## config.mk

```make
export PLATFORM = sky130hd
export DESIGN_NAME = air_irq_router
export DESIGN_NICKNAME = d
export VERILOG_FILES = /design/src/core/air_pkg.sv /design/src/core/air_irq_router.sv /design/src/core/air_step_timer.sv
export VERILOG_INCLUDE_DIRS = /design/src /design/src/core
export SDC_FILE = /design/constraint.sdc
export NUM_CORES = 1
export LEC_CHECK = 0
export BUFFER_PORTS_ARGS = -buffer_cell sky130_fd_sc_hd__buf_4
export CORE_MARGIN = 5
export CORE_UTILIZATION = 50
export DETAILED_ROUTE_END_ITERATION = 10
export PLACE_DENSITY = 0.77
export SETUP_SLACK_MARGIN = 0.02
export SYNTH_ARGS = -nofsm -noshare
export SYNTH_HDL_FRONTEND = slang
export SYNTH_HIERARCHICAL = 1
export SYNTH_SLANG_ARGS = --single-unit
```

## constraint.sdc

```tcl
create_clock -name clk -period 3.35 [get_ports clk]
set_input_delay 1.005 -clock clk [delete_from_list [all_inputs] [get_ports clk]]
set_output_delay 1.005 -clock clk [all_outputs]
set_load 0.01 [all_outputs]
```

## src/core/air_defines.svh

```systemverilog
// air_defines.svh: register offsets, reset values, field positions and timing counts
// assumes inclusion by bare name from design files
`ifndef AIR_DEFINES_SVH
`define AIR_DEFINES_SVH
`define AIR_OFS_SLEEP_COUNT   8'h29
`define AIR_OFS_IRQ_CONTROL   8'h2C
`define AIR_OFS_IRQ_ENABLE    8'h2D
`define AIR_OFS_IRQ_ROUTE     8'h2E
`define AIR_OFS_MAIN_CONTROL  8'h2A
`define AIR_OFS_POWER_CONTROL 8'h2B
`define AIR_OFS_SYSTEM_MODE   8'h0B
`define AIR_RST_SLEEP_COUNT   8'h00
`define AIR_RST_IRQ_CONTROL   8'h00
`define AIR_RST_IRQ_ENABLE    8'h00
`define AIR_RST_IRQ_ROUTE     8'h00
`define AIR_RST_MAIN_CONTROL  8'h00
`define AIR_RST_POWER_CONTROL 8'h00
// event bit positions, shared by enable, route and source vectors
`define AIR_BIT_SLEEP   7
`define AIR_BIT_FIFO    6
`define AIR_BIT_TRANS   5
`define AIR_BIT_ORIENT  4
`define AIR_BIT_TAP     3
`define AIR_BIT_MOTION  2
`define AIR_BIT_MAGN    1
`define AIR_BIT_DRDY    0
// irq control register fields
`define AIR_CTL_FIFO_GATE 7
`define AIR_CTL_IPOL      1
`define AIR_CTL_DRIVE     0
// irq control register: wake enables per wake-capable source
`define AIR_CTL_WAKE_TRANS  6
`define AIR_CTL_WAKE_ORIENT 5
`define AIR_CTL_WAKE_TAP    4
`define AIR_CTL_WAKE_MOTION 3
`define AIR_CTL_WAKE_MAGN   2
// system mode word fields
`define AIR_SYS_FGERR  7
`define AIR_SYS_SLEEP  1
`define AIR_SYS_ACTIVE 0
// power control register: auto-sleep enable
`define AIR_PWR_SLPE      2
// main control register: sleep rate at 7:6, active rate at 5:3
`define AIR_MAIN_SLOW_RATE 2'h3
`define AIR_RATE_HI        5
`define AIR_RATE_LO        3
`define AIR_SLOW_ACTIVE    3'h7
// inactivity step times
`define AIR_STEP_MS        320
`define AIR_STEP_SLOW_MS   640
`define AIR_CLK_HZ         25000000
`endif

```

## src/core/air_pkg.sv

```systemverilog
// air_pkg.sv: types of the interrupt router and auto-sleep block
// assumes nothing beyond the defines header
package air_pkg;
  typedef enum logic [1:0] {
    AIR_WAKE  = 2'b01,
    AIR_SLEEP = 2'b10
  } air_mode_type;
endpackage : air_pkg

```

## src/core/air_irq_router.sv

```systemverilog
// air_irq_router.sv: interrupt enable, routing, pin drive and auto-sleep control
// assumes event flags and register port on clk; pins resolved outside from enables
// Functional notes
// - enable bit gates each event source
// - route bit 1 first pin, 0 second
// - sources on one pin are ORed
// - auto-sleep after programmed inactivity time
// - step 320 ms, 640 ms at slowest rate
// - all but sleep/wake and data-ready restart inactivity timer
// - motion-type sources wake; FIFO, sleep/wake never
// - only enabled sources affect sleep logic
// - bypassed flags masked in sleep, restored except data-ready
// - restart source clears counter, cancels sleep
// - no restart source means enter sleep
// - wake needs its wake enable bit
// - every mode change raises sleep/wake event
// - fifo gate keeps contents, flags error, blocks samples
// - polarity bit: 0 active low, 1 high
// - drive bit: 0 push-pull, 1 open-drain
`timescale 1ns/1ps
`default_nettype none
`include "air_defines.svh"
module air_irq_router
  import air_pkg::*;
#(
  parameter int unsigned STEP_CYC      = `AIR_CLK_HZ / 1000 * `AIR_STEP_MS,
  parameter int unsigned STEP_SLOW_CYC = `AIR_CLK_HZ / 1000 * `AIR_STEP_SLOW_MS
) (
  input  wire logic       clk,
  input  wire logic       sys_rst,
  input  wire logic       reg_wr,
  input  wire logic       reg_rd,
  input  wire logic [7:0] reg_addr,
  input  wire logic [7:0] reg_wdata,
  output logic      [7:0] reg_rdata,
  input  wire logic [7:0] event_flags,
  input  wire logic       sleep_event_clr,
  input  wire logic       fifo_empty,
  input  wire logic       sample_strobe,
  output logic      [7:0] source_flags,
  output logic            sample_block,
  output logic            sleep_mode,
  output logic            irq_pin_first_out,
  output logic            irq_pin_first_oe,
  output logic            irq_pin_second_out,
  output logic            irq_pin_second_oe
);
  logic [7:0]   sleep_count_ff;
  logic [7:0]   irq_control_ff;
  logic [7:0]   irq_enable_ff;
  logic [7:0]   irq_route_ff;
  logic [7:0]   main_control_ff;
  logic [7:0]   power_control_ff;
  air_mode_type mode_ff;
  air_mode_type nxt_mode;
  logic [7:0]   inact_ff;
  logic         sleep_flag_ff;
  logic         gate_ff;
  logic         fgerr_ff;
  logic [7:0]   rdata_ff;
  logic [7:0]   wake_mask;
  logic [7:0]   live_flags;
  logic [7:0]   enabled;
  logic [7:0]   restart_mask;
  logic         restart;
  logic         wake_hit;
  logic         step_pulse;
  logic         mode_change;
  logic         first_act;
  logic         second_act;
  logic         drdy_off_ff;
  logic         step_restart;
  logic         slow_rate;
  logic [7:0]   sysmode_word;
  logic [1:0]   pin_act;
  logic [1:0]   pin_level;
  logic [1:0]   pin_out;
  logic [1:0]   pin_oe;

  // wake enable bits of the irq control register, per event position
  always_comb
  begin
    wake_mask                 = 8'h00;
    wake_mask[`AIR_BIT_TRANS]  = irq_control_ff[`AIR_CTL_WAKE_TRANS];
    wake_mask[`AIR_BIT_ORIENT] = irq_control_ff[`AIR_CTL_WAKE_ORIENT];
    wake_mask[`AIR_BIT_TAP]    = irq_control_ff[`AIR_CTL_WAKE_TAP];
    wake_mask[`AIR_BIT_MOTION] = irq_control_ff[`AIR_CTL_WAKE_MOTION];
    wake_mask[`AIR_BIT_MAGN]   = irq_control_ff[`AIR_CTL_WAKE_MAGN];
  end

  // flags bypassed in sleep are held off; data-ready stays off after sleep
  always_comb
  begin
    live_flags = event_flags;
    live_flags[`AIR_BIT_SLEEP] = sleep_flag_ff;
    if (drdy_off_ff)
      live_flags[`AIR_BIT_DRDY] = 1'b0;
    if (mode_ff == AIR_SLEEP)
      live_flags = live_flags & (wake_mask | 8'h80);
  end

  assign enabled      = live_flags & irq_enable_ff;
  assign restart_mask = 8'h7E;
  assign restart      = |(enabled & restart_mask);
  assign wake_hit     = |(enabled & wake_mask);

  // register writes
  always_ff @(posedge clk)
  begin
    if (sys_rst)
    begin
      sleep_count_ff   <= `AIR_RST_SLEEP_COUNT;
      irq_control_ff   <= `AIR_RST_IRQ_CONTROL;
      irq_enable_ff    <= `AIR_RST_IRQ_ENABLE;
      irq_route_ff     <= `AIR_RST_IRQ_ROUTE;
      main_control_ff  <= `AIR_RST_MAIN_CONTROL;
      power_control_ff <= `AIR_RST_POWER_CONTROL;
    end
    else if (reg_wr)
    begin
      if (reg_addr == `AIR_OFS_SLEEP_COUNT)
        sleep_count_ff <= reg_wdata;
      else if (reg_addr == `AIR_OFS_IRQ_CONTROL)
        irq_control_ff <= reg_wdata;
      else if (reg_addr == `AIR_OFS_IRQ_ENABLE)
        irq_enable_ff <= reg_wdata;
      else if (reg_addr == `AIR_OFS_IRQ_ROUTE)
        irq_route_ff <= reg_wdata;
      else if (reg_addr == `AIR_OFS_MAIN_CONTROL)
        main_control_ff <= reg_wdata;
      else if (reg_addr == `AIR_OFS_POWER_CONTROL)
        power_control_ff <= reg_wdata;
    end
  end

  // system mode word: gate error, sleep state, always-active bit
  always_comb
  begin
    sysmode_word                  = 8'h00;
    sysmode_word[`AIR_SYS_FGERR]  = fgerr_ff;
    sysmode_word[`AIR_SYS_SLEEP]  = (mode_ff == AIR_SLEEP);
    sysmode_word[`AIR_SYS_ACTIVE] = 1'b1;
  end

  // register reads, data registered
  always_ff @(posedge clk)
  begin
    if (sys_rst)
      rdata_ff <= 8'h00;
    else if (reg_rd)
    begin
      if (reg_addr == `AIR_OFS_SLEEP_COUNT)
        rdata_ff <= sleep_count_ff;
      else if (reg_addr == `AIR_OFS_IRQ_CONTROL)
        rdata_ff <= irq_control_ff;
      else if (reg_addr == `AIR_OFS_IRQ_ENABLE)
        rdata_ff <= irq_enable_ff;
      else if (reg_addr == `AIR_OFS_IRQ_ROUTE)
        rdata_ff <= irq_route_ff;
      else if (reg_addr == `AIR_OFS_MAIN_CONTROL)
        rdata_ff <= main_control_ff;
      else if (reg_addr == `AIR_OFS_POWER_CONTROL)
        rdata_ff <= power_control_ff;
      else if (reg_addr == `AIR_OFS_SYSTEM_MODE)
        rdata_ff <= sysmode_word;
      else
        rdata_ff <= 8'h00;
    end
  end

  assign reg_rdata = rdata_ff;

  assign step_restart = restart || (mode_ff != AIR_WAKE);
  assign slow_rate = main_control_ff[`AIR_RATE_HI:`AIR_RATE_LO] == `AIR_SLOW_ACTIVE;

  air_step_timer #(
    .STEP_CYC      (STEP_CYC),
    .STEP_SLOW_CYC (STEP_SLOW_CYC)
  ) u_step (
    .clk        (clk),
    .sys_rst    (sys_rst),
    .restart    (step_restart),
    .slow_step  (slow_rate),
    .step_pulse (step_pulse)
  );

  // mode decision
  always_comb
  begin
    nxt_mode = mode_ff;
    case (mode_ff)
      AIR_WAKE:
        if (power_control_ff[`AIR_PWR_SLPE] && !restart &&
            (inact_ff >= sleep_count_ff))
          nxt_mode = AIR_SLEEP;
      AIR_SLEEP:
        if (!power_control_ff[`AIR_PWR_SLPE] || wake_hit)
          nxt_mode = AIR_WAKE;
      default:
        nxt_mode = AIR_WAKE;
    endcase
  end

  assign mode_change = (nxt_mode != mode_ff);

  always_ff @(posedge clk)
  begin
    if (sys_rst)
      mode_ff <= AIR_WAKE;
    else
      mode_ff <= nxt_mode;
  end

  // inactivity steps since last restart
  always_ff @(posedge clk)
  begin
    if (sys_rst || restart || mode_ff != AIR_WAKE)
      inact_ff <= 8'h00;
    else if (step_pulse && inact_ff != 8'hFF)
      inact_ff <= inact_ff + 8'h01;
  end

  // sleep/wake event flag, set wins over clear
  always_ff @(posedge clk)
  begin
    if (sys_rst)
      sleep_flag_ff <= 1'b0;
    else if (mode_change)
      sleep_flag_ff <= 1'b1;
    else if (sleep_event_clr)
      sleep_flag_ff <= 1'b0;
  end

  // data-ready stays masked after a wake until the enable register is rewritten
  always_ff @(posedge clk)
  begin
    if (sys_rst)
      drdy_off_ff <= 1'b0;
    else if (mode_ff == AIR_SLEEP)
      drdy_off_ff <= 1'b1;
    else if (reg_wr && reg_addr == `AIR_OFS_IRQ_ENABLE)
      drdy_off_ff <= 1'b0;
  end

  // fifo gate: block samples after a mode change until emptied
  always_ff @(posedge clk)
  begin
    if (sys_rst)
      gate_ff <= 1'b0;
    else if (mode_change && irq_control_ff[`AIR_CTL_FIFO_GATE])
      gate_ff <= 1'b1;
    else if (fifo_empty)
      gate_ff <= 1'b0;
  end

  always_ff @(posedge clk)
  begin
    if (sys_rst)
      fgerr_ff <= 1'b0;
    else if (gate_ff && sample_strobe && !fifo_empty)
      fgerr_ff <= 1'b1;
    else if (fifo_empty)
      fgerr_ff <= 1'b0;
  end

  assign sample_block = gate_ff;
  assign sleep_mode   = (mode_ff == AIR_SLEEP);
  assign source_flags = enabled;

  assign first_act  = |(enabled & irq_route_ff);
  assign second_act = |(enabled & ~irq_route_ff);

  assign pin_act = {first_act, second_act};

  // per pin: polarity first, then push-pull or open-drain drive
  for (genvar p = 0; p < 2; p++)
  begin : g_pin
    assign pin_level[p] = pin_act[p] ~^ irq_control_ff[`AIR_CTL_IPOL];
    assign pin_out[p]   = irq_control_ff[`AIR_CTL_DRIVE] ? 1'b0 : pin_level[p];
    assign pin_oe[p]    = irq_control_ff[`AIR_CTL_DRIVE] ? !pin_level[p] : 1'b1;
  end

  assign irq_pin_first_out  = pin_out[1];
  assign irq_pin_first_oe   = pin_oe[1];
  assign irq_pin_second_out = pin_out[0];
  assign irq_pin_second_oe  = pin_oe[0];
endmodule : air_irq_router
`default_nettype wire

```

## src/core/air_step_timer.sv

```systemverilog
// air_step_timer.sv: emits one-cycle pulse per inactivity step
// assumes clk at AIR_CLK_HZ, step length chosen by caller
`timescale 1ns/1ps
`default_nettype none
`include "air_defines.svh"
module air_step_timer
  import air_pkg::*;
#(
  parameter int unsigned STEP_CYC      = `AIR_CLK_HZ / 1000 * `AIR_STEP_MS,
  parameter int unsigned STEP_SLOW_CYC = `AIR_CLK_HZ / 1000 * `AIR_STEP_SLOW_MS
) (
  input  wire logic clk,
  input  wire logic sys_rst,
  input  wire logic restart,
  input  wire logic slow_step,
  output logic      step_pulse
);
  logic [31:0] cnt_ff;
  logic [31:0] limit;

  assign limit = slow_step ? STEP_SLOW_CYC : STEP_CYC;

  always_ff @(posedge clk)
  begin
    if (sys_rst || restart)
      cnt_ff <= 32'h0;
    else if (cnt_ff >= limit - 32'h1)
      cnt_ff <= 32'h0;
    else
      cnt_ff <= cnt_ff + 32'h1;
  end

  assign step_pulse = !restart && (cnt_ff >= limit - 32'h1);
endmodule : air_step_timer
`default_nettype wire

```

==> impl_results.html, run 1 <==
<table>
<tr><th>Metric</th><th>Value</th></tr>
<tr><th colspan="2">Outcome</th></tr>
<tr><td>Run status</td><td>finished, final reports clean</td></tr>
<tr><th colspan="2">Floorplan</th></tr>
<tr><td>Core Region</td><td>around 10,000 sq um</td></tr>
<tr><td>Starting utilization of the core area</td><td>between 50% and 60%</td></tr>
<tr><td>Row cnt</td><td>37</td></tr>
<tr><td>Number of ports placed on the die boundary</td><td>53</td></tr>
<tr><td>Die Height</td><td>approximately 110 microns</td></tr>
<tr><td>Die Area</td><td>12,800 sq um</td></tr>
<tr><td>Die X-Extent</td><td>113 microns</td></tr>
<tr><th colspan="2">Synth</th></tr>
<tr><td>Syn_area_per_cell</td><td>8.65 sq um</td></tr>
<tr><td>Flip-flop and latch count after synthesis</td><td>just over 100</td></tr>
<tr><td>Synthesized-area fraction occupied by ao, oa, aoi and oai cells</td><td>between 15 and 20%</td></tr>
<tr><td>Cells after Synth</td><td>614</td></tr>
<tr><td>Main combinational cell family by area after synthesis</td><td>simple AND/OR/NAND/NOR gates</td></tr>
<tr><td>Multiplexer fraction of the synthesized cell area</td><td>4.52%</td></tr>
<tr><td>Number of warnings issued by yosys</td><td>6</td></tr>
<tr><td>XOR/XNOR Fraction of Synth Area</td><td>4.78%</td></tr>
<tr><td>Proportion of register bits with asynchronous set or reset after synthesis</td><td>0%</td></tr>
<tr><td>Post-synthesis share of cell area spent on and, or, nand and nor gates</td><td>27.1%</td></tr>
<tr><td>Adder-cell share of the synthesized area</td><td>4.47%</td></tr>
<tr><td>Post-synth top flop</td><td>dfxtp_1</td></tr>
<tr><td>Netlist area before placement</td><td>5310 sq um</td></tr>
<tr><td>Number of enable-type register cells in the synthesized netlist</td><td>0</td></tr>
<tr><td>Count of different cell masters after synthesis</td><td>76</td></tr>
<tr><td>Seq/Total Area, Yosys</td><td>38.4%</td></tr>
<tr><th colspan="2">Clock tree</th></tr>
<tr><td>Clock tree root driver cell</td><td>clkbuf_8</td></tr>
<tr><td>Worst-path clk slew</td><td>around 0.09 ns</td></tr>
<tr><td>Clock tree buffer depth</td><td>2</td></tr>
<tr><td>Depth of the CTS H-tree</td><td>3</td></tr>
<tr><td>TritonCTS clock tree</td><td>built</td></tr>
<tr><td>CTS sink cnt</td><td>102</td></tr>
<tr><td>Clock latency of the later-clocked register in the worst-skew pair</td><td>0.39 ns</td></tr>
<tr><td>Number of CTS-inserted buffers</td><td>9</td></tr>
<tr><th colspan="2">Timing</th></tr>
<tr><td>Final worst clock skew</td><td>about 0.017 ns</td></tr>
<tr><td>Min Tclk post-route</td><td>3.32 ns</td></tr>
<tr><td>Max_slew headroom</td><td>between 50% and 60%</td></tr>
<tr><td>Number of endpoints failing setup at the final stage</td><td>0</td></tr>
<tr><td>Transition time at the pin with the least slew margin</td><td>0.616 ns</td></tr>
<tr><td>Part of the cycle the worst path needs</td><td>a little over nine tenths</td></tr>
<tr><td>Final-report max-slew violation count</td><td>0</td></tr>
<tr><td>Peak clock frequency supported by timing</td><td>302 MHz</td></tr>
<tr><td>Final hold slack</td><td>0.465 ns</td></tr>
<tr><td>Endpoints failing hold</td><td>0</td></tr>
<tr><td>Unrepaired setup endpoints after global routing</td><td>yes</td></tr>
<tr><td>Final setup TNS</td><td>0 ns</td></tr>
<tr><th colspan="2">Layout</th></tr>
<tr><td>Final design area excluding fillers</td><td>slightly above 6000 sq um</td></tr>
<tr><td>Nets@finish</td><td>about 730</td></tr>
<tr><td>Number of diodes</td><td>0</td></tr>
<tr><td>Area added between synthesis and finish</td><td>17.4%</td></tr>
<tr><td>Layout cells sized above 1</td><td>21.7%</td></tr>
<tr><td>Number of fill cells in the layout</td><td>899</td></tr>
<tr><th colspan="2">Power</th></tr>
<tr><td>Combinational group share of total power</td><td>under 10%</td></tr>
<tr><td>Net switching fraction of the power</td><td>25.2%</td></tr>
<tr><td>Total power draw</td><td>approximately 2300 uW</td></tr>
<tr><td>Maximum VDD drop</td><td>about 190 uV</td></tr>
<tr><td>Cell-internal power</td><td>1700 uW</td></tr>
<tr><td>Total net switching power</td><td>574 uW</td></tr>
<tr><td>Portion of total power attributed to sequential cells</td><td>a little over half</td></tr>
<tr><td>Fraction of power consumed by the clock network</td><td>a little under two fifths</td></tr>
<tr><td>Leak Pwr</td><td>0.00229 uW</td></tr>
<tr><td>Power density over the cells</td><td>365 nW/um^2</td></tr>
<tr><th colspan="2">GRT</th></tr>
<tr><td>Fraction of met2 tracks used by global routing</td><td>38.0%</td></tr>
<tr><td>Maximum number of pins on one net before global-route repair</td><td>55</td></tr>
<tr><td>Initial antenna violation count</td><td>0</td></tr>
<tr><td>Met3 routing resource usage after global routing</td><td>3.37%</td></tr>
<tr><td>Met1 routing resource usage after global routing</td><td>a little over a quarter</td></tr>
<tr><td>GRT overflow</td><td>0</td></tr>
<tr><td>First-pass GRT wire length</td><td>22,700 microns</td></tr>
<tr><td>Most heavily used metal layer in global routing</td><td>met2</td></tr>
<tr><td>Number of global-route vias before repair</td><td>4,562</td></tr>
<tr><td>GRT Resource Usage Total</td><td>22.2%</td></tr>
<tr><th colspan="2">Min path</th></tr>
<tr><td>Hold Path Class</td><td>flop to flop</td></tr>
<tr><td>Critical hold path startpoint</td><td>main_control_ff[2]</td></tr>
<tr><td>Hold-critical path depth</td><td>2</td></tr>
<tr><td>Worst Hold Endpoint</td><td>main_control_ff[2]</td></tr>
<tr><th colspan="2">Drt</th></tr>
<tr><td>DRC</td><td>0</td></tr>
<tr><td>Routed via count</td><td>between 4,000 and 5,000</td></tr>
<tr><td>First-pass detailed-route iteration total</td><td>6</td></tr>
<tr><td>Initial DRC count</td><td>345</td></tr>
<tr><td>Number of antenna-violating nets in the routed design</td><td>0</td></tr>
<tr><td>Wirelength per Cell</td><td>17.8 microns</td></tr>
<tr><td>DR vias/cell</td><td>5.94</td></tr>
<tr><td>Detailed Route WL</td><td>roughly 15,000 microns</td></tr>
<tr><th colspan="2">Job</th></tr>
<tr><td>Maxcap violations</td><td>0</td></tr>
<tr><th colspan="2">Critical path</th></tr>
<tr><td>Endpoint of the worst register-to-register path</td><td>inact_ff[5]</td></tr>
<tr><td>Crit path arrival time</td><td>2.31 ns</td></tr>
<tr><td>Setup crit start</td><td>mode_ff[0]</td></tr>
<tr><td>Source of the worst register-to-register timing path</td><td>main_control_ff[3]</td></tr>
<tr><td>Type of element launching the critical path</td><td>flop</td></tr>
<tr><td>CP Class</td><td>flop to output port</td></tr>
<tr><td>Number of cell instances on the worst register-to-register path</td><td>13</td></tr>
<tr><td>Sort of element at the end of the critical path</td><td>output port</td></tr>
<tr><td>Setup slack, reg-to-reg</td><td>0.27 ns</td></tr>
<tr><td>Critical path peak fanout</td><td>7</td></tr>
<tr><td>Critical path required time</td><td>2.34 ns</td></tr>
<tr><th colspan="2">Placed design</th></tr>
<tr><td># port buffers</td><td>51</td></tr>
<tr><td>Routability congestion estimate</td><td>0.971</td></tr>
<tr><td>DP Area</td><td>5860 sq um</td></tr>
<tr><td>Total half-perimeter wirelength after legalization and detailed placement</td><td>10,500 microns</td></tr>
</table>
==> cells by family after synthesis <==
logic type | count (synthesis)
multiplexers | 24
other | 1
adder cells (fa/ha/maj) | 19
buffers and inverters | 48
XOR/XNOR | 29
AO/OA/AOI/OAI | 123
AND/OR/NAND/NOR | 268
flip-flops | 102
==> flip-flops by register name, summed over array words and instances (netlist names), 2 cells and up <==
name,count
power_control_ff,8
u_step/cnt_ff,32
inact_ff,8
main_control_ff,8
sleep_count_ff,8
mode_ff,2
irq_enable_ff,8
reg_rdata,8
irq_route_ff,8
irq_control_ff,8
==> worst max-delay path by stage <==
stage / endpoint / slack (ns) / cells after the start
after global placement: irq_pin_second_oe / -0.04 / 8
after CTS: irq_pin_second_oe / -0.003 / 9
after global routing: irq_pin_first_oe / -0.04 / 10
final: irq_pin_first_oe / 0.03 / 10
after floorplan: irq_pin_first_oe / 0.07 / 6
after detailed placement: irq_pin_second_oe / -0.03 / 8
==> critical path: stages, from the launching register on <==
cell and delay [ns]:
dfxtp_4 0.38, inv_4 0.04, ha_4 0.19, buf_6 0.13
nor4bb_4 0.31, a22o_1 0.22, a221oi_2 0.04, and3_1 0.20
xnor2_2 0.14, nand2b_4 0.15, buf_6 0.12
==> per-stage QoR <==
step / util, % / setup WS, ns / std cells
2_1_floorplan: - / 0.0699 / 620
3_3_place_gp: 56.7 / -0.0446 / 796
3_5_place_dp: 56.7 / -0.0272 / 796
4_1_cts: 59.4 / -0.00344 / 814
5_1_grt: 60.4 / -0.0388 / 818
6_report: 60.4 / 0.0344 / 818
==> layout make-up <==
type                       count  area [sq um]  area share (%)
clock buffer                  11           151            2.43
sequential                   102          2050            32.8
inverter                      24          92.6            1.48
timing repair buffer          70           537            8.60
tap                          136           170            2.73
clock inverter                 5          65.1            1.04
multi-input combinational    470          3180            50.9
==> cell usage in the layout, fill, tap and decap left out, drive strengths merged, types with 7 or more instances in the layout <==
cell type / n
xnor2: 14
clkbuf: 11
conb: 7
nor2: 79
buf: 70
nand3: 52
mux2i: 24
and3: 12
dfxtp: 102
a22oi: 9
nor3: 12
ha: 19
nand2b: 9
xor2: 15
inv: 26
nand4: 9
nand2: 66
a21oi: 41
o21ai: 15
==> timing repair <==
item / 4_1_cts / 5_1_grt
hold buffers: 0 / 0
resized for setup: 11 / 16
endpoints found under the setup margin: 4 / 7
pin swaps: 3 / 7
setup buffers: 2 / 4
==> power by group through the flow <==
stage                     combinational (uW)  clock, uW  sequential, uW
final                                    191        837            1250
after CTS                                182        858            1250
after global placement                   175          0            1280
after detailed placement                 180          0            1280
after floorplan                          105          0            1270
after global routing                     208        903            1250
==> cell usage after synthesis, types with 5 or more instances <==
library cell	n	area, sq um
nor2_1	56	210
dfxtp_1	102	2040
buf_4	6	45.0
nand2_1	64	240
and3_1	10	62.6
nor2_2	21	131
a22oi_1	9	67.6
nand3_1	50	250
a21oi_1	41	205
nand2b_1	9	56.3
o22ai_1	5	31.3
ha_1	19	238
mux2i_1	24	240
o21ai_0	12	60.1
clkbuf_1	14	52.6
xnor2_1	14	123
nand4_1	7	43.8
nor3_1	10	50.1
nor2b_1	6	37.5
xor2_1	15	131
inv_1	24	90.1
==> layer usage <==
layer  share of wire [%]  vias to the layer above
li1                    -                     2327
met1                  40                     2306
met2                  49                      181
met3                 6.7                       42
met4                 4.1                        0
met5                   0                        -
No activity file was read; power rests on OpenSTA's default activity.
==> run 2, diff against run 1 <==
- clock period: 3.35 -> 3.5 ns (I/O delays scaled with it)
==> run 2 against run 1 <==
Compared with the run above:
- cell area down 2.4%
- non-clock buffer count down 5
- power decreased by 6.4%
- worst setup slack improved by 0.035 ns
- sequential power shrank 4%
- die area is the same
- routed wire length fell by 1.8%
- worst hold slack got worse by 0.0064 ns
- first-iteration DRC count rose by 48%
- critical endpoint unchanged
- global-route usage fell by 0.23 points
- via count decreased by 0.54%
- final cell count shrank 0.73%
==> impl_results.html, run 2 (same netlist as run 1, synthesis figures left out) <==
<table>
<tr><th>Metric</th><th>Value</th></tr>
<tr><th colspan="2">Timing</th></tr>
<tr><td>Endpoints failing hold</td><td>0</td></tr>
<tr><td>Final setup margin</td><td>0.0696 ns</td></tr>
<tr><td>Max_slew headroom</td><td>55.3%</td></tr>
<tr><td>Final worst clock skew</td><td>between 0.01 and 0.015 ns</td></tr>
<tr><td>Part of the cycle the worst path needs</td><td>a little over nine tenths</td></tr>
<tr><td>Peak clock frequency supported by timing</td><td>292 MHz</td></tr>
<tr><td>Final hold slack</td><td>0.459 ns</td></tr>
<tr><td>Number of endpoints failing setup at the final stage</td><td>0</td></tr>
<tr><td>Transition time at the pin with the least slew margin</td><td>approximately 0.66 ns</td></tr>
<tr><td>Final-report max-slew violation count</td><td>0</td></tr>
<tr><td>Final setup TNS</td><td>0 ns</td></tr>
<tr><td>Min Tclk post-route</td><td>between 3 and 4 ns</td></tr>
<tr><th colspan="2">Floorplan</th></tr>
<tr><td>Number of ports placed on the die boundary</td><td>53</td></tr>
<tr><td>Core Region</td><td>10,300 sq um</td></tr>
<tr><td>Starting utilization of the core area</td><td>51.5%</td></tr>
<tr><td>Die Area</td><td>12,800 sq um</td></tr>
<tr><td>Row cnt</td><td>37</td></tr>
<tr><td>Die X-Extent</td><td>113 microns</td></tr>
<tr><td>Die Height</td><td>113 microns</td></tr>
<tr><th colspan="2">Layout</th></tr>
<tr><td>Leading cell types in the layout, fill and taps excluded</td><td>101 x dfxtp_1, 64 x nand2_1, 64 x buf_4</td></tr>
<tr><td>Number of flip-flops in the largest register</td><td>32</td></tr>
<tr><td>Multi-input gate area</td><td>3100 sq um</td></tr>
<tr><td>Final design area excluding fillers</td><td>6090 sq um</td></tr>
<tr><td>Nets@finish</td><td>722</td></tr>
<tr><td>Layout cells sized above 1</td><td>19.5%</td></tr>
<tr><td>Area added between synthesis and finish</td><td>14.6%</td></tr>
<tr><td>Largest reg by FF count</td><td>u_step/cnt_ff</td></tr>
<tr><td>Flip-flop and latch area</td><td>around 2000 sq um</td></tr>
<tr><td>Number of diodes</td><td>0</td></tr>
<tr><td>Commonest non-fill, non-tap cell in the layout</td><td>dfxtp_1</td></tr>
<tr><td>Number of fill cells in the layout</td><td>895</td></tr>
<tr><th colspan="2">Power</th></tr>
<tr><td>Maximum VDD drop</td><td>around 170 uV</td></tr>
<tr><td>Power density over the cells</td><td>350 nW/um^2</td></tr>
<tr><td>Leak Pwr</td><td>0.00222 uW</td></tr>
<tr><th colspan="2">Clock tree</th></tr>
<tr><td>Depth of the CTS H-tree</td><td>3</td></tr>
<tr><td>Clock latency of the later-clocked register in the worst-skew pair</td><td>0.37 ns</td></tr>
<tr><td>Worst-path clk slew</td><td>~0.090 ns</td></tr>
<tr><td>TritonCTS clock tree</td><td>built</td></tr>
<tr><td>Clock tree buffer depth</td><td>2</td></tr>
<tr><td>Number of CTS-inserted buffers</td><td>9</td></tr>
<tr><td>Clock tree root driver cell</td><td>clkbuf_8</td></tr>
<tr><td>CTS sink cnt</td><td>102</td></tr>
<tr><td># hold bufs at CTS</td><td>0</td></tr>
<tr><th colspan="2">Critical path</th></tr>
<tr><td>Critical path required time</td><td>2.45 ns</td></tr>
<tr><td>Crit path arrival time</td><td>between 2 and 2.5 ns</td></tr>
<tr><td>Critical path peak fanout</td><td>2</td></tr>
<tr><td>Type of element launching the critical path</td><td>input port</td></tr>
<tr><td>Setup crit start</td><td>event_flags[0]</td></tr>
<tr><td>CP Class</td><td>input port to output port</td></tr>
<tr><td>Number of cell instances on the worst register-to-register path</td><td>13</td></tr>
<tr><td>Source of the worst register-to-register timing path</td><td>main_control_ff[5]</td></tr>
<tr><td>Sort of element at the end of the critical path</td><td>output port</td></tr>
<tr><th colspan="2">Placed design</th></tr>
<tr><td>Routability congestion estimate</td><td>~0.93</td></tr>
<tr><td>Total half-perimeter wirelength after legalization and detailed placement</td><td>around 11,000 microns</td></tr>
<tr><td># port buffers</td><td>51</td></tr>
<tr><td>Worst setup slack after placement</td><td>between 0.02 and 0.03 ns</td></tr>
<tr><td>DP Area</td><td>5850 sq um</td></tr>
<tr><th colspan="2">GRT</th></tr>
<tr><td>GRT overflow</td><td>0</td></tr>
<tr><td>Maximum number of pins on one net before global-route repair</td><td>38</td></tr>
<tr><td>First-pass GRT wire length</td><td>22,800 microns</td></tr>
<tr><td>GRT Resource Usage Total</td><td>22.0%</td></tr>
<tr><td>Initial antenna violation count</td><td>0</td></tr>
<tr><td>Number of global-route vias before repair</td><td>4,600</td></tr>
<tr><th colspan="2">Drt</th></tr>
<tr><td>Wirelength per Cell</td><td>17.6 microns</td></tr>
<tr><td>DR vias/cell</td><td>5.95</td></tr>
<tr><td>Routed via count</td><td>4,830</td></tr>
<tr><td>Detailed Route WL</td><td>roughly 14,000 microns</td></tr>
<tr><td>DRC</td><td>0</td></tr>
<tr><td>Initial DRC count</td><td>509</td></tr>
<tr><td>First-pass detailed-route iteration total</td><td>5</td></tr>
<tr><td>Number of antenna-violating nets in the routed design</td><td>0</td></tr>
<tr><th colspan="2">Min path</th></tr>
<tr><td>Critical hold path startpoint</td><td>u_step/cnt_ff[0]</td></tr>
<tr><td>Hold Path Class</td><td>flop to flop</td></tr>
<tr><td>Hold-critical path depth</td><td>1</td></tr>
<tr><th colspan="2">Outcome</th></tr>
<tr><td>Run status</td><td>finished, final reports clean</td></tr>
<tr><th colspan="2">Job</th></tr>
<tr><td>Maxcap violations</td><td>0</td></tr>
</table>
## run 2: worst paths after layout
check	endpoint	slack (ns)
worst max-delay path	irq_pin_first_oe	0.07
worst min-delay path	u_step/cnt_ff[0]	0.46
worst min register to register	u_step/cnt_ff[0]	0.46
worst max register to register	inact_ff[5]	0.40
## run 2: through the flow
stage | util (%) | std cells | total power [uW]
after floorplan | - | 620 | 1320
after global placement | 56.7 | 795 | 1390
after detailed placement | 56.7 | 795 | 1400
after CTS | 58.8 | 810 | 2140
after global routing | 59.0 | 812 | 2210
final | 59.0 | 812 | 2130
## run 2: per-layer routing
layer	GRT usage, %	routed length (microns)	up-vias
li1	-	-	2318
met1	27.4	5960	2323
met2	38.0	7040	158
met3	3.64	864	31
met4	8.49	409	0
met5	0	0	-
## run 2: power breakdown
group / leakage, uW / internal (uW) / switching [uW]
sequential: 0.000825 / 1180 / 18.5
combinational: 0.00130 / 72.0 / 105
clock: 0.0000960 / 351 / 408
total: 0.00222 / 1600 / 532
## run 2: critical path, stage by stage
cell and delay [ns]:
buf_4 0.11, nor4bb_2 0.17, a22o_1 0.25, a221oi_1 0.21
and3_1 0.21, xnor2_1 0.14, nand2b_1 0.13, buf_4 0.12
## run 2: timing repair
item / 4_1_cts / 5_1_grt
setup endpoints to repair: 4 / 4
pin swaps: 0 / 1
setup buffers: 0 / 2
resized for setup: 5 / 3
## run 2: area by class of cell
type / instances / share of cell area [%]
well taps: 136 / 2.79
multi-input cells: 470 / 51.0
clock buffers: 11 / 2.32
clock inverters: 4 / 0.904
flip-flops and latches: 102 / 33.6
repair buffers: 65 / 7.97
inverters: 24 / 1.48
==> run 3, diff against run 2 <==
- ABC_AREA: not set -> 1
- CORE_UTILIZATION: 50 -> 30
- PLACE_DENSITY: 0.77 -> 0.54
==> run 3 against run 2 <==
Compared with the run above:
- utilization shrank 24 points
- worst hold slack got worse by 0.012 ns
- via count is 0.27% higher
- worst setup slack better by 0.13 ns
- clock skew down 0.0010 ns
- first-iteration DRC count down 47%
- cell area is 3.7% higher
- area after synthesis increased by 1.6%
- critical endpoint is now irq_pin_second_out
==> impl_results.html, run 3 <==
<table>
<tr><th>Metric</th><th>Value</th></tr>
<tr><th colspan="2">Critical path</th></tr>
<tr><td>Critical path required time</td><td>2.45 ns</td></tr>
<tr><td>Crit path arrival time</td><td>2.25 ns</td></tr>
<tr><td>CP Class</td><td>input port to output port</td></tr>
<tr><td>Cell seen most often among critical-path stages</td><td>nand2_1</td></tr>
<tr><td>Buffers &amp; Inverters on Critical Path</td><td>4</td></tr>
<tr><td>Largest delay share family, worst path</td><td>simple AND/OR/NAND/NOR gates</td></tr>
<tr><td>Type of element launching the critical path</td><td>input port</td></tr>
<tr><td>Cell-by-cell listing of the critical path</td><td>buf_4 &gt; nand2_1 &gt; inv_1 &gt; nand2_1 &gt; inv_1 &gt; a221oi_1 &gt; nand2_1 &gt; nand2_1 &gt; nand2_1 &gt; nor2_1 &gt; buf_4</td></tr>
<tr><td>Largest incremental delay on the critical path</td><td>0.34 ns</td></tr>
<tr><td>Sort of element at the end of the critical path</td><td>output port</td></tr>
<tr><td>Cell with the largest stage delay on the worst path</td><td>a221oi_1</td></tr>
<tr><td>Critical path peak fanout</td><td>3</td></tr>
<tr><th colspan="2">Drt</th></tr>
<tr><td>Wire length on met3</td><td>about 730 microns</td></tr>
<tr><td>First-pass detailed-route iteration total</td><td>5</td></tr>
<tr><td>DR vias/cell</td><td>4.59</td></tr>
<tr><td>Wirelength per Cell</td><td>13.7 microns</td></tr>
<tr><td>Detailed Route WL</td><td>14,400 microns</td></tr>
<tr><td>DRC</td><td>0</td></tr>
<tr><td>Initial DRC count</td><td>about 270</td></tr>
<tr><td>Routed via count</td><td>4,843</td></tr>
<tr><td>Number of antenna-violating nets in the routed design</td><td>0</td></tr>
<tr><td>Routed metal-1 wire length</td><td>7380 microns</td></tr>
<tr><td>Top Layer Used</td><td>met4</td></tr>
<tr><td>Met2 layer wire length in the routed design</td><td>6160 microns</td></tr>
<tr><th colspan="2">Synth</th></tr>
<tr><td>Synth top area cells</td><td>dfxtp_1 38%, nand2_1 12%, inv_1 6.8%</td></tr>
<tr><td>Post-synth top area share</td><td>37.8%</td></tr>
<tr><td>Cell type contributing the most total cell area after synthesis</td><td>dfxtp_1</td></tr>
<tr><td>Leading cell type by number of instances after synthesis</td><td>nand2_1</td></tr>
<tr><td>Seq/Total Area, Yosys</td><td>37.8%</td></tr>
<tr><td>Count of different cell masters after synthesis</td><td>43</td></tr>
<tr><td>Post-synth top flop</td><td>dfxtp_1</td></tr>
<tr><td>Syn_area_per_cell</td><td>7.02 sq um</td></tr>
<tr><td>Cells after Synth</td><td>between 700 and 800</td></tr>
<tr><td>Flip-flop and latch count after synthesis</td><td>102</td></tr>
<tr><td>Number of enable-type register cells in the synthesized netlist</td><td>0</td></tr>
<tr><td>Netlist area before placement</td><td>5400 sq um</td></tr>
<tr><td>Leading post-synthesis cells by instance count</td><td>166 x nand2_1, 102 x dfxtp_1, 98 x inv_1, 74 x nor2_1, 64 x a21oi_1</td></tr>
<tr><td>Proportion of register bits with asynchronous set or reset after synthesis</td><td>0%</td></tr>
<tr><td>Number of warnings issued by yosys</td><td>6</td></tr>
<tr><th colspan="2">Clock tree</th></tr>
<tr><td>Number of CTS-inserted buffers</td><td>9</td></tr>
<tr><td>Post-CTS Setup Inserts</td><td>0</td></tr>
<tr><td>Depth of the CTS H-tree</td><td>3</td></tr>
<tr><td>TritonCTS clock tree</td><td>built</td></tr>
<tr><td>Worst-path clk slew</td><td>0.07 ns</td></tr>
<tr><td>Clock latency of the later-clocked register in the worst-skew pair</td><td>0.35 ns</td></tr>
<tr><td>Clock tree root driver cell</td><td>clkbuf_16</td></tr>
<tr><td># hold bufs at CTS</td><td>0</td></tr>
<tr><td>CTS sink cnt</td><td>around 100</td></tr>
<tr><td>Clock tree buffer depth</td><td>2</td></tr>
<tr><th colspan="2">Timing</th></tr>
<tr><td>Final hold slack</td><td>0.447 ns</td></tr>
<tr><td>Final worst clock skew</td><td>0.0111 ns</td></tr>
<tr><td>Min Tclk post-route</td><td>3.30 ns</td></tr>
<tr><td>Part of the cycle the worst path needs</td><td>between 90 and 100%</td></tr>
<tr><td>Number of endpoints failing setup at the final stage</td><td>0</td></tr>
<tr><td>Endpoints failing hold</td><td>0</td></tr>
<tr><td>Peak clock frequency supported by timing</td><td>303 MHz</td></tr>
<tr><td>Transition time at the pin with the least slew margin</td><td>0.660 ns</td></tr>
<tr><td>Final setup TNS</td><td>0 ns</td></tr>
<tr><td>Final-report max-slew violation count</td><td>0</td></tr>
<tr><td>Max_slew headroom</td><td>55.6%</td></tr>
<tr><td>Unrepaired setup endpoints after global routing</td><td>no</td></tr>
<tr><th colspan="2">Placed design</th></tr>
<tr><td>Total half-perimeter wirelength after legalization and detailed placement</td><td>11,000 microns</td></tr>
<tr><td>Routability congestion estimate</td><td>0.831</td></tr>
<tr><td># port buffers</td><td>51</td></tr>
<tr><th colspan="2">Floorplan</th></tr>
<tr><td>Starting utilization of the core area</td><td>a little under a third</td></tr>
<tr><td>Die X-Extent</td><td>144 microns</td></tr>
<tr><td>Die Area</td><td>around 21,000 sq um</td></tr>
<tr><td>Row cnt</td><td>49</td></tr>
<tr><td>Die Height</td><td>~140 microns</td></tr>
<tr><td>Core Region</td><td>17,800 sq um</td></tr>
<tr><td>Number of ports placed on the die boundary</td><td>53</td></tr>
<tr><th colspan="2">Min path</th></tr>
<tr><td>Hold Path Class</td><td>flop to flop</td></tr>
<tr><th colspan="2">Layout</th></tr>
<tr><td>Layout cells sized above 1</td><td>roughly 15%</td></tr>
<tr><td>Leading cell types in the layout, fill and taps excluded</td><td>165 x nand2_1, 102 x dfxtp_1, 98 x inv_1</td></tr>
<tr><td>Nets@finish</td><td>870</td></tr>
<tr><td>Area added between synthesis and finish</td><td>16.9%</td></tr>
<tr><td>Flip-flop and latch area</td><td>2040 sq um</td></tr>
<tr><td>Largest reg by FF count</td><td>u_step/cnt_ff</td></tr>
<tr><td>Multi-input gate area</td><td>2860 sq um</td></tr>
<tr><td>Commonest non-fill, non-tap cell in the layout</td><td>nand2_1</td></tr>
<tr><td>Number of fill cells in the layout</td><td>1,920</td></tr>
<tr><td>Number of flip-flops in the largest register</td><td>32</td></tr>
<tr><td>Number of diodes</td><td>0</td></tr>
<tr><th colspan="2">Job</th></tr>
<tr><td>Maxcap violations</td><td>0</td></tr>
<tr><th colspan="2">GRT</th></tr>
<tr><td>Number of global-route vias before repair</td><td>4,409</td></tr>
<tr><td>GRT overflow</td><td>0</td></tr>
<tr><td>Maximum number of pins on one net before global-route repair</td><td>36</td></tr>
<tr><td>GRT Resource Usage Total</td><td>~14%</td></tr>
<tr><td>First-pass GRT wire length</td><td>23,300 microns</td></tr>
<tr><td>Initial antenna violation count</td><td>0</td></tr>
<tr><th colspan="2">Power</th></tr>
<tr><td>Portion of total power attributed to sequential cells</td><td>49.0%</td></tr>
<tr><td>Cell-internal power</td><td>approximately 1800 uW</td></tr>
<tr><td>Leak Pwr</td><td>between 0.002 and 0.003 uW</td></tr>
<tr><td>Maximum VDD drop</td><td>259 uV</td></tr>
<tr><td>Combinational group share of total power</td><td>7.6%</td></tr>
<tr><td>Net switching fraction of the power</td><td>about a quarter</td></tr>
<tr><td>Power density over the cells</td><td>387 nW/um^2</td></tr>
<tr><td>Total net switching power</td><td>605 uW</td></tr>
<tr><td>Fraction of power consumed by the clock network</td><td>43.4%</td></tr>
<tr><th colspan="2">Outcome</th></tr>
<tr><td>Run status</td><td>finished, final reports clean</td></tr>
</table>
[run 3: cell count changes after synthesis, moves of 18 or more]
cell,previous run,this run
mux2i_1,24,0
nor2_1,56,74
nand2_1,64,166
o21ai_0,12,37
a21oi_1,41,64
inv_1,24,98
[run 3: power groups by stage]
stage | logic, uW | registers, uW | clock network (uW)
6_report | 185 | 1200 | 1060
5_1_grt | 213 | 1200 | 1130
4_1_cts | 186 | 1200 | 1090
3_5_place_dp | 185 | 1220 | 0
3_3_place_gp | 186 | 1220 | 0
2_1_floorplan | 108 | 1220 | 0
[run 3: final cells by class]
cell class                 count  area share [%]
tap                          229            4.54
clock inverter                 6            1.19
sequential                   102            32.3
inverter                     104            6.20
timing repair buffer          56            6.66
multi-input combinational    547            45.3
clock buffer                  10            3.78
[run 3: per-layer routing]
layer  vias up  track usage, %
li1       2577               -
met1      2154            21.2
met2        99            21.2
met3        13            2.91
met4         0            3.63
met5         -               0
[run 3: through the flow]
step           setup slack (ns)  instance area (sq um)  power, uW  std cells  util [%]
6_report                  0.204                   6310       2440       1054      35.4
4_1_cts                  0.0397                   6300       2470       1054      35.3
3_3_place_gp              0.202                   5990       1410       1038      33.6
5_1_grt                  0.0242                   6310       2540       1054      35.4
3_5_place_dp              0.170                   5990       1410       1038      33.6
2_1_floorplan             0.490                   5420       1330        775         -
[run 3: final timing paths]
| check | endpoint | depth (start not counted) | slack [ns] | start |
|---|---|---|---|---|
| max reg2reg | inact_ff[6] | 18 | 0.77 | main_control_ff[4] |
| max | irq_pin_second_out | 11 | 0.20 | event_flags[5] |
| min reg2reg | u_step/cnt_ff[0] | 1 | 0.45 | u_step/cnt_ff[0] |
| min | u_step/cnt_ff[0] | 1 | 0.45 | u_step/cnt_ff[0] |
[run 3: worst reg2reg max path: cells and delay by family, from the launching register on]
kind            cells  cell delay [ns]
simple gates       10             1.17
fa+ha+maj           1             0.31
flops               1             0.36
buf+inv             5             0.54
compound gates      2             0.29
[run 3: cell families (layout without fill, tap and decap cells)]
kind of cell / Yosys count / count (layout) / share of synthesized area (%)
XOR/XNOR: 18 / 18 / 2.92
AO/OA/AOI/OAI: 119 / 119 / 11.6
AND/OR/NAND/NOR: 384 / 384 / 33.2
other: 1 / 7 / 0.0694
buffers and inverters: 126 / 176 / 9.94
flip-flops: 102 / 102 / 37.8
adder cells (fa/ha/maj): 19 / 19 / 4.40
[run 3: timing repair]
action,CTS,global route
endpoints found under the hold margin,0,0
setup endpoints to repair,0,4
gates resized for setup,0,3
